## config.mk

```make
export PLATFORM = sky130hd
export DESIGN_NAME = metering_compute_gain_config
export DESIGN_NICKNAME = d
export VERILOG_FILES = /design/src/include/metering_cfg_pkg.sv /design/src/verilog/gain_code_decode.sv /design/src/verilog/metering_compute_gain_config.sv
export SDC_FILE = /design/constraint.sdc
export NUM_CORES = 1
export LEC_CHECK = 0
export BUFFER_PORTS_ARGS = -buffer_cell sky130_fd_sc_hd__buf_2
export CAP_MARGIN = 0
export CORE_AREA = 2 2 100 102
export DETAILED_ROUTE_END_ITERATION = 12
export DIE_AREA = 0 0 102 104
export GPL_TIMING_DRIVEN = 0
export PLACE_DENSITY = 0.62
export SLEW_MARGIN = 20
export SYNTH_ARGS = -nofsm -noshare
export SYNTH_HDL_FRONTEND = slang
export SYNTH_SLANG_ARGS = --single-unit
export TNS_END_PERCENT = 1
```

## constraint.sdc

```tcl
create_clock -name mclk -period 1.5 [get_ports mclk]
set_input_delay 0.3 -clock mclk [delete_from_list [all_inputs] [get_ports mclk]]
set_output_delay 0.3 -clock mclk [all_outputs]
set_load 0.02 [all_outputs]
```

## src/include/metering_cfg_pkg.sv

```systemverilog
// Package for the computation-mode and gain configuration bank.
// Assumes a single 20 MHz clock and a plain register port.
package metering_cfg_pkg;

  localparam int unsigned ADDR_W = 16;
  localparam int unsigned DATA_W = 16;

  localparam logic [15:0] COMPUTATION_MODE_CONFIG_OFFSET = 16'hE60E;
  localparam logic [15:0] GAIN_SELECT_OFFSET             = 16'hE60F;

  localparam int unsigned ANGLE_SEL_LSB   = 9;
  localparam int unsigned NOMINAL_VOLTAGE_VALUE_A_EN_BIT   = 11;
  localparam int unsigned NOMINAL_VOLTAGE_VALUE_B_EN_BIT   = 12;
  localparam int unsigned NOMINAL_VOLTAGE_VALUE_C_EN_BIT   = 13;
  localparam int unsigned LINE_FREQ_BIT   = 14;
  localparam int unsigned MODE_SPARE_BIT  = 15;

  localparam int unsigned PH_I_GAIN_LSB   = 0;
  localparam int unsigned N_I_GAIN_LSB    = 3;
  localparam int unsigned PH_V_GAIN_LSB   = 6;
  localparam int unsigned GAIN_FIELD_W    = 3;

  // Bits [8:0] of the mode register are kept by another block.
  localparam logic [15:0] MODE_OWNED_MASK = 16'h7E00;
  localparam logic [15:0] GAIN_USED_MASK  = 16'h01FF;
  localparam logic [15:0] MODE_RESET      = 16'h0000;
  localparam logic [15:0] GAIN_RESET      = 16'h0000;

  localparam logic [2:0] GAIN_CODE_MAX    = 3'h4;

  typedef enum logic [1:0] {
    ANGLE_V_TO_I  = 2'h0,
    ANGLE_V_TO_V  = 2'h1,
    ANGLE_I_TO_I  = 2'h2,
    ANGLE_NONE    = 2'h3
  } angle_mode_t;

endpackage

```

## src/verilog/gain_code_decode.sv

```systemverilog
// Gain field decoder: maps a 3-bit gain code to a one-hot gain and shift.
// Assumes the code comes from a register on the same clock.
`timescale 1ns/1ps
module gain_code_decode
  import metering_cfg_pkg::*;
(
  input  wire logic [2:0] code,
  output logic      [2:0] shiftAmount,
  output logic      [4:0] gainOneHot
);

  logic codeValid;

  // Reserved codes fall back to unity gain.
  assign codeValid   = (code <= GAIN_CODE_MAX);
  assign shiftAmount = codeValid ? code : 3'h0;
  assign gainOneHot  = 5'h01 << shiftAmount;

endmodule

```

## src/verilog/metering_compute_gain_config.sv

```systemverilog
// Computation-mode and gain configuration bank with datapath decode.
// Assumes the register master is on mclk and strobes are never both high.
//
// The strobed register port was chosen for this implementation.
`timescale 1ns/1ps
module metering_compute_gain_config
  import metering_cfg_pkg::*;
#(
  parameter bit HAS_NEUTRAL      = 1'b1,
  parameter bit HAS_FUNDAMENTAL  = 1'b1,
  parameter int unsigned VRMS_W  = 24
)(
  input  wire logic              mclk,
  input  wire logic              rst_n,
  input  wire logic [ADDR_W-1:0] regAddr,
  input  wire logic [DATA_W-1:0] regWrData,
  input  wire logic              regWrStrobe,
  input  wire logic              regRdStrobe,
  output logic      [DATA_W-1:0] regRdData,
  input  wire logic [VRMS_W-1:0] nominalVoltageValue,
  input  wire logic [VRMS_W-1:0] measVrmsA,
  input  wire logic [VRMS_W-1:0] measVrmsB,
  input  wire logic [VRMS_W-1:0] measVrmsC,
  output logic      [VRMS_W-1:0] vrmsA,
  output logic      [VRMS_W-1:0] vrmsB,
  output logic      [VRMS_W-1:0] vrmsC,
  output logic      [2:0]        nominalVoltageEnable,
  output logic                   phaseVoltageInputIgnoreA,
  output logic                   phaseVoltageInputIgnoreB,
  output logic                   phaseVoltageInputIgnoreC,
  output logic                   angleVoltToCurrent,
  output logic                   angleVoltToVolt,
  output logic                   angleCurrToCurrent,
  output logic                   angleMeasureActive,
  output logic                   lineFrequency60Hz,
  output logic      [2:0]        phaseCurrentShift,
  output logic      [2:0]        neutralCurrentShift,
  output logic      [2:0]        phaseVoltageShift,
  output logic      [4:0]        phaseCurrentGainOneHot,
  output logic      [4:0]        neutralCurrentGainOneHot,
  output logic      [4:0]        phaseVoltageGainOneHot
);

  initial begin
    if (VRMS_W < 1 || VRMS_W > 32) begin
      $error("VRMS_W must lie between 1 and 32");
    end
  end

  logic [15:0] modeReg_q;
  logic [15:0] modeReg_d;
  logic [15:0] gainReg_q;
  logic [15:0] gainReg_d;
  logic [15:0] rdData_q;
  logic [15:0] rdData_d;

  logic        hitMode;
  logic        hitGain;
  logic        wrMode;
  logic        wrGain;
  logic [15:0] gainWriteMask;

  logic [1:0]  angle_measure_select;
  angle_mode_t angleMode;
  logic [2:0]  phaseCurrentCode;
  logic [2:0]  neutralCurrentCode;
  logic [2:0]  phaseVoltageCode;

  assign hitMode = (regAddr == COMPUTATION_MODE_CONFIG_OFFSET);
  assign hitGain = (regAddr == GAIN_SELECT_OFFSET);
  assign wrMode  = regWrStrobe && hitMode;
  assign wrGain  = regWrStrobe && hitGain;

  // neutral gain pinned
  // The neutral field is not writable when the channel is absent.
  assign gainWriteMask = HAS_NEUTRAL ? GAIN_USED_MASK
                                     : (GAIN_USED_MASK & 16'hFFC7);

  // reserved gain bits zero
  // Only the bits owned here are stored; the rest stay at their resets.
  assign modeReg_d = wrMode ? (regWrData & MODE_OWNED_MASK) : modeReg_q;
  assign gainReg_d = wrGain ? (regWrData & gainWriteMask)   : gainReg_q;

  // Unmapped addresses read as zero.
  assign rdData_d = !regRdStrobe ? 16'h0000 :
                    hitMode      ? modeReg_q :
                    hitGain      ? gainReg_q : 16'h0000;

  always_ff @(posedge mclk or negedge rst_n) begin
    if (!rst_n) begin
      modeReg_q <= MODE_RESET;
      gainReg_q <= GAIN_RESET;
      rdData_q  <= 16'h0000;
    end else begin
      modeReg_q <= modeReg_d;
      gainReg_q <= gainReg_d;
      rdData_q  <= rdData_d;
    end
  end

  assign regRdData = rdData_q;

  assign angle_measure_select           = modeReg_q[ANGLE_SEL_LSB +: 2];
  assign angleMode          = angle_mode_t'(angle_measure_select);
  assign angleVoltToCurrent = (angleMode == ANGLE_V_TO_I);
  assign angleVoltToVolt    = (angleMode == ANGLE_V_TO_V);
  assign angleCurrToCurrent = (angleMode == ANGLE_I_TO_I);
  assign angleMeasureActive = (angleMode != ANGLE_NONE);

  assign nominalVoltageEnable[0] = modeReg_q[NOMINAL_VOLTAGE_VALUE_A_EN_BIT];
  assign nominalVoltageEnable[1] = modeReg_q[NOMINAL_VOLTAGE_VALUE_B_EN_BIT];
  assign nominalVoltageEnable[2] = modeReg_q[NOMINAL_VOLTAGE_VALUE_C_EN_BIT];

  assign phaseVoltageInputIgnoreA = nominalVoltageEnable[0];
  assign phaseVoltageInputIgnoreB = nominalVoltageEnable[1];
  assign phaseVoltageInputIgnoreC = nominalVoltageEnable[2];

  // Each rms voltage use picks the nominal value when substitution is on.
  assign vrmsA = nominalVoltageEnable[0] ? nominalVoltageValue : measVrmsA;
  assign vrmsB = nominalVoltageEnable[1] ? nominalVoltageValue : measVrmsB;
  assign vrmsC = nominalVoltageEnable[2] ? nominalVoltageValue : measVrmsC;

  // frequency select
  // Variants without fundamental processing see 50 Hz whatever is written.
  assign lineFrequency60Hz = HAS_FUNDAMENTAL && modeReg_q[LINE_FREQ_BIT];

  assign phaseCurrentCode   = gainReg_q[PH_I_GAIN_LSB +: GAIN_FIELD_W];
  assign neutralCurrentCode = gainReg_q[N_I_GAIN_LSB  +: GAIN_FIELD_W];
  assign phaseVoltageCode   = gainReg_q[PH_V_GAIN_LSB +: GAIN_FIELD_W];

  gain_code_decode uPhaseCurrent (
    .code        (phaseCurrentCode),
    .shiftAmount (phaseCurrentShift),
    .gainOneHot  (phaseCurrentGainOneHot)
  );

  gain_code_decode uNeutralCurrent (
    .code        (neutralCurrentCode),
    .shiftAmount (neutralCurrentShift),
    .gainOneHot  (neutralCurrentGainOneHot)
  );

  gain_code_decode uPhaseVoltage (
    .code        (phaseVoltageCode),
    .shiftAmount (phaseVoltageShift),
    .gainOneHot  (phaseVoltageGainOneHot)
  );

endmodule

```

==> results of run 1 <==
-- cells by family (layout without fill, tap and decap cells) --
kind of cell	after synthesis	after routing	share of synthesized area, %
mux	87	87	44.4
simple gates	54	54	16.7
buf+inv	15	280	3.41
flops	30	30	34.1
other cells	1	1	0.170
xor+xnor	3	3	1.19
-- power by group --
part / leakage (nW) / switching [mW] / internal, mW / total, mW
sequential: 0.403 / 0.000249 / 0.809 / 0.810
combinational: 1.78 / 0.297 / 0.298 / 0.595
clock: 0.0482 / 0.279 / 0.369 / 0.648
total: 2.23 / 0.576 / 1.48 / 2.05
-- what timing repair did --
action / CTS / global route
resized for setup: 59 / 40
pin swaps: 2 / 4
buffers inserted: 5 / 1
gates cloned: 1 / 0
setup endpoints to repair: 111 / 105
-- metal layers --
layer | wire (um) | up-vias
met1 | 3640 | 1191
met5 | 12 | -
li1 | - | 1193
met2 | 4600 | 133
met3 | 748 | 10
met4 | 109 | 2
-- area by class of cell --
type                            count  area [um2]  area share [%]
Inverter                            2        7.51           0.181
Buffer                             11         163            3.92
Multi-Input combinational cell    145        1470            35.4
Clock inverter                      1        5.00           0.121
Timing Repair Buffer              259        1490            35.9
Clock buffer                        7        86.3            2.08
Sequential cell                    30         763            18.4
Tap cell                          133         166            4.01
-- sequential cells by signal (all words and copies together) (netlist names) --
signal / cells
regRdData: 15
gainReg_q: 9
modeReg_q: 6
-- synthesized netlist by cell type --
cell      count  area, um2
conb_1        1       3.75
inv_1         2       7.51
mux2_2       87        980
and3b_1       1       8.76
buf_2         3       15.0
buf_4         4       30.0
xor2_1        3       26.3
nand2_1       2       7.51
nand4_2       1       12.5
nand4_1       1       6.26
dfrtp_1      30        751
clkbuf_1      6       22.5
nor2b_1      14       87.6
nor3_1        2       10.0
and2_1       24        150
and4bb_2      1       12.5
nor2_1        4       15.0
nor4b_4       1       23.8
and4b_1       1       10.0
nor3b_4       1       18.8
nor2_2        1       6.26
-- worst max path at each step --
stage	cells after the start	from	slack, ns	endpoint
floorplan	4	regAddr[5]	-0.05	gainReg_q[0]
detailed placement	5	regAddr[5]	-0.39	modeReg_q[10]
global route	4	modeReg_q[11]	-0.31	vrmsA[20]
CTS	4	modeReg_q[11]	-0.27	vrmsA[5]
finish	4	modeReg_q[11]	-0.26	vrmsA[5]
global placement	5	regAddr[5]	-0.39	modeReg_q[11]
-- critical path: stages, from the launching register on --
cell       delay, ns
dfrtp_2         0.39
clkbuf_16       0.17
clkbuf_16       0.16
mux2_2          0.34
buf_6           0.13
-- per-stage QoR --
stage               setup slack (ns)  power, mW  hold slack (ns)  cell area (um2)  utilization (%)
global route                  -0.309       2.17           0.0895             4150             43.4
floorplan                    -0.0525       1.08          0.00441             2230                -
detailed placement            -0.385       1.38            0.368             3660             38.3
global placement              -0.387       1.37            0.362             3660             38.3
CTS                           -0.269       2.07           0.0685             4010             42.0
finish                        -0.261       2.05           0.0541             4150             43.4
==> impl_metrics.env, run 1 <==
export IMPL_hold_path_class="input pin to asynchronous set/reset pin"
export IMPL_viasPerCell=4.30
export IMPL_synth_cell_type_count=21
export IMPL_tns_ns=-14.03
export IMPL_seq_area_frac_synth_pct=34.1
export IMPL_ant_nets=0
export IMPL_cellLeakagePower_nw=2.23
export IMPL_layout_drive_gt1_share_pct=85.9
export IMPL_root_buffer="clkbuf_8"
export IMPL_setup_violations=80
export IMPL_crit_required_ns=1.20
export IMPL_clock_path_buffers=2
export IMPL_cts_sinks=30
export IMPL_clk_latency_ns=0.27
export IMPL_status="finished with violations"
export IMPL_finalNonFillerCells=588
export IMPL_syn_nets=322
export IMPL_hold_buffers=0
export IMPL_yosysWarnings=0
export IMPL_r2r_slack_ns=0.37
export IMPL_worstRegToRegCells=3
export IMPL_initial_utilization_pct=23.1
export IMPL_met2_usage_pct=26.9
export IMPL_grt_pass1_wl_um=13300
export IMPL_grt_pass1_vias=2538
export IMPL_grt_busiest_layer="met2"
export IMPL_die_y_um=104
export IMPL_routed_wl_um=9110
export IMPL_r2r_end="modeReg_q[11]"
export IMPL_cp_start_kind="flip-flop"
export IMPL_powerDensity_mw_per_mm2=495
export IMPL_hold_violations=0
export IMPL_fill_cells=975
export IMPL_htreeDepth=2
export IMPL_r2r_start="modeReg_q[11]"
export IMPL_use_met3_pct=4.91
export IMPL_die_w_um=102
export IMPL_grt_antenna_before_repair=1
export IMPL_n_antenna_cell=0
export IMPL_gp_congestion=0.892
export IMPL_rows=36
export IMPL_track_usage_pct=16.1
export IMPL_cts_buffers_inserted=5
export IMPL_grt_ovfl_total=0
export IMPL_place_hpwl_um=7550
export IMPL_syn_area_mm2=0.00220
export IMPL_core_mm2=0.00955
export IMPL_slew_violations=0
export IMPL_area_delta_synth_final_pct=88.0
export IMPL_critPathCaptureType="primary output"
export IMPL_drc=0
export IMPL_drt_pass1_iterations=4
export IMPL_finClkSkew_ns=0.00173
export IMPL_rsz0062_at_grt="yes"
export IMPL_cap_violations=0
export IMPL_setup_slack_ns=-0.261
export IMPL_crit_fanout=7
export IMPL_grt_max_degree=31
export IMPL_max_freq_ghz=0.568
export IMPL_final_cell_mix="buf_2, mux2_2, and2_1"
export IMPL_nets=586
export IMPL_ys_ff_latch=30
export IMPL_die_area_mm2=0.0106
export IMPL_wl_per_cell_um=15.5
export IMPL_worstMarginPinSlew_ns=0.648
export IMPL_min_period_ns=1.76
export IMPL_fin_crit_sh_pct=117
export IMPL_failed_checks="negative setup slack"
export IMPL_clk_pin_slew_ns=0.06
export IMPL_final_common_cell="buf_2"
export IMPL_cts_tree="built"
export IMPL_irDropWorstVdd_mv=0.342
export IMPL_io_buffers=252
export IMPL_relSlewSlack_pct=56.8
export IMPL_arrival_ns=1.46
export IMPL_vias=2529
export IMPL_drt_iter0_markers=79
export IMPL_synthesis_instances=190
export IMPL_pin_count=255
export IMPL_path_class="flip-flop to primary output"
export IMPL_dpl_cell_count=575
export IMPL_synth_avg_cell_area_um2=11.6
export IMPL_grt_use_met1_pct=20.0
No activity file was read; power rests on OpenSTA's default activity.
==> run 2: changes to the inputs <==
Settings changed: CORE_AREA 2 2 100 102 to 2 2 98 100, DIE_AREA 0 0 102 104 to 0 0 100 102, PLACE_DENSITY 0.62 to 0.64, SYNTH_HIERARCHICAL from default to 1.
==> run 2 against run 1 <==
Compared with the run above:
- cell count fell by 3.7%
- routed wire length decreased by 8.0%
- via count decreased by 1.6%
- critical endpoint is now vrmsB[18]
- worst hold slack gained 0.0088 ns
- sequential power about the same
- critical path type unchanged
- register-to-register slack worse by 0.11 ns
- design area shrank 2.8%
- clock skew about the same
- the flow still finishes with violations (negative setup slack)
- synthesized cell count unchanged
==> impl_metrics.env, run 2 <==
export IMPL_status="finished with violations"
export IMPL_failed_checks="negative setup slack"
export IMPL_largest_reg_flops=15
export IMPL_vias=2488
export IMPL_power_frac_seq_pct=36.7
export IMPL_dp_slack_ns=-0.378
export IMPL_drt_pass1_iterations=4
export IMPL_synth_cell_type_count=23
export IMPL_max_freq_ghz=0.572
export IMPL_routed_wl_um=8380
export IMPL_arrival_ns=1.45
export IMPL_drc=0
export IMPL_yosysWarnings=6
export IMPL_die_area_mm2=0.0102
export IMPL_min_period_ns=1.75
export IMPL_path_class="flip-flop to primary output"
export IMPL_finClkSkew_ns=0.00178
export IMPL_track_usage_pct=14.5
export IMPL_gp_congestion=0.783
export IMPL_cellLeakagePower_nw=2.22
export IMPL_grt_pass1_vias=2330
export IMPL_syn_nets=322
export IMPL_fin_crit_sh_pct=117
export IMPL_powerDensity_mw_per_mm2=548
export IMPL_cts_buffers_inserted=5
export IMPL_clk_pin_slew_ns=0.06
export IMPL_synthTopCellsByArea="mux2_2, dfrtp_1, and2_1, nor2b_2, and2b_1"
export IMPL_synthArstFlopShare_pct=100
export IMPL_synth_avg_cell_area_um2=11.7
export IMPL_core_mm2=0.00911
export IMPL_seq_area_frac_synth_pct=33.8
export IMPL_pin_count=255
export IMPL_wl_per_cell_um=14.8
export IMPL_rsz0062_at_grt="yes"
export IMPL_dpl_cell_count=553
export IMPL_p_sw_share_pct=26.4
export IMPL_cts_tree="built"
export IMPL_grt_ovfl_total=0
export IMPL_root_buffer="clkbuf_8"
export IMPL_htreeDepth=2
export IMPL_power_switching_uw=583
export IMPL_finalNonFillerCells=566
export IMPL_layout_drive_gt1_share_pct=85.5
export IMPL_grt_max_degree=31
export IMPL_n_antenna_cell=0
export IMPL_irDropWorstVdd_mv=0.246
export IMPL_synthesis_instances=190
export IMPL_worstMarginPinSlew_ns=0.678
export IMPL_synth_edf_count=0
export IMPL_relSlewSlack_pct=54.8
export IMPL_place_hpwl_um=7100
export IMPL_hold_violations=0
export IMPL_viasPerCell=4.40
export IMPL_synth_top_area_share_pct=44.1
export IMPL_path_cells="clkbuf_16 -> clkbuf_16 -> mux2_2 -> buf_2"
export IMPL_die_y_um=102
export IMPL_yosys_area_top_type="mux2_2"
export IMPL_cp_start_kind="flip-flop"
export IMPL_p_int_mw=1.62
export IMPL_nets=587
export IMPL_power_frac_comb_pct=26.0
export IMPL_final_common_cell="buf_2"
export IMPL_die_w_um=100
export IMPL_synth_commonest_cells="mux2_2, dfrtp_1, and2_1"
export IMPL_area_delta_synth_final_pct=81.2
export IMPL_ys_flop_type="dfrtp_1"
export IMPL_ys_ff_latch=30
export IMPL_ant_nets=0
export IMPL_hold_path_class="input pin to asynchronous set/reset pin"
export IMPL_clk_latency_ns=0.27
export IMPL_cap_violations=0
export IMPL_setup_slack_ns=-0.248
export IMPL_syn_area_mm2=0.00222
export IMPL_synthMostInstantiatedCell="mux2_2"
export IMPL_critPathCaptureType="primary output"
export IMPL_clock_path_buffers=2
export IMPL_crit_fanout=7
export IMPL_crit_path_top_delay_cell="dfrtp_2"
export IMPL_cts_sinks=30
export IMPL_crit_required_ns=1.20
export IMPL_final_cell_mix="buf_2, mux2_2, and2_1"
export IMPL_initial_utilization_pct=24.4
export IMPL_slew_violations=0
export IMPL_rows=35
export IMPL_max_stage_delay_ns=0.38
export IMPL_grt_antenna_before_repair=0
export IMPL_setup_violations=77
export IMPL_io_buffers=252
export IMPL_pwr_share_clk_pct=37.3
export IMPL_grt_pass1_wl_um=11700
export IMPL_crit_path_frequent_cell="clkbuf_16"
export IMPL_drt_iter0_markers=41
==> run 2: path summary, 6_finish.rpt <==
| path | end | cells after the start | slack, ns | start |
|---|---|---|---|---|
| setup / recovery | vrmsB[18] | 4 | -0.25 | modeReg_q[12] |
| hold / removal | gainReg_q[6] | 1 | 0.06 | rst_n |
| setup reg to reg | modeReg_q[12] | 4 | 0.26 | modeReg_q[12] |
| hold reg to reg | regRdData[14] | 1 | 0.52 | modeReg_q[14] |
| max in group asynchronous | modeReg_q[12] | 1 | 0.96 | rst_n |
| min in group mclk | gainReg_q[6] | 2 | 0.25 | regWrData[6] |
==> run 2: worst max-delay path: cells and delay by family, from the launching register on <==
family / cells / cell delay, ns
buf+inv: 3 / 0.46
flops: 1 / 0.38
mux: 1 / 0.33
==> run 2: metrics by stage <==
| stage | hold slack, ns | total power, mW | util, % | TNS [ns] | area [um2] |
|---|---|---|---|---|---|
| global route | 0.107 | 2.30 | 44.2 | -18.10 | 4030 |
| finish | 0.0629 | 2.21 | 44.2 | -12.94 | 4030 |
| detailed placement | 0.387 | 1.38 | 40.1 | -16.87 | 3650 |
| global placement | 0.370 | 1.37 | 40.1 | -16.17 | 3650 |
| CTS | 0.0826 | 2.22 | 43.2 | -14.68 | 3940 |
| floorplan | 0.00441 | 1.08 | - | -1.17 | 2250 |
==> run 2: logic make-up (layout without fill, tap and decap cells) <==
group                     after synthesis  count (layout)  synth area share, %
muxes                                  87              87                 44.1
and+or+nand+nor                        54              54                 17.6
DFF                                    30              30                 33.8
xor gates and xnor gates                3               3                 1.18
buffers and inverters                  15             280                 3.21
other                                   1               1                0.169
==> run 2: timing repair <==
action	CTS	global route
hold buffers	0	0
resized for setup	29	30
endpoints found under the setup margin	103	107
buffers inserted	7	0
pin swaps	1	4
cloned	1	0
==> run 2: final cells by class <==
type	count	area [um2]
well taps	111	139
repair buffers	260	1420
inverters	2	7.51
clock buffers	6	82.6
fillers	887	5080
clock inverters	1	30.0
plain buffers	11	149
multi-input cells	145	1440
flip-flops and latches	30	761
==> run 2: metal layers <==
layer  part of all wire [%]  vias up  wire length (um)  global-route usage (%)
li1                       -     1187                 -                       -
met1                     40     1173              3390                    18.2
met2                     53      122              4460                    26.4
met3                    5.5        6               460                    2.26
met4                   0.87        0                73                    2.85
met5                      0        -                 0                       0
==> run 2: power by group through the flow <==
stage / combinational (mW) / sequential [mW] / clock, mW
after CTS: 0.564 / 0.809 / 0.846
after floorplan: 0.251 / 0.825 / 0
final: 0.575 / 0.809 / 0.822
after global routing: 0.613 / 0.809 / 0.881
after detailed placement: 0.552 / 0.824 / 0
after global placement: 0.544 / 0.824 / 0
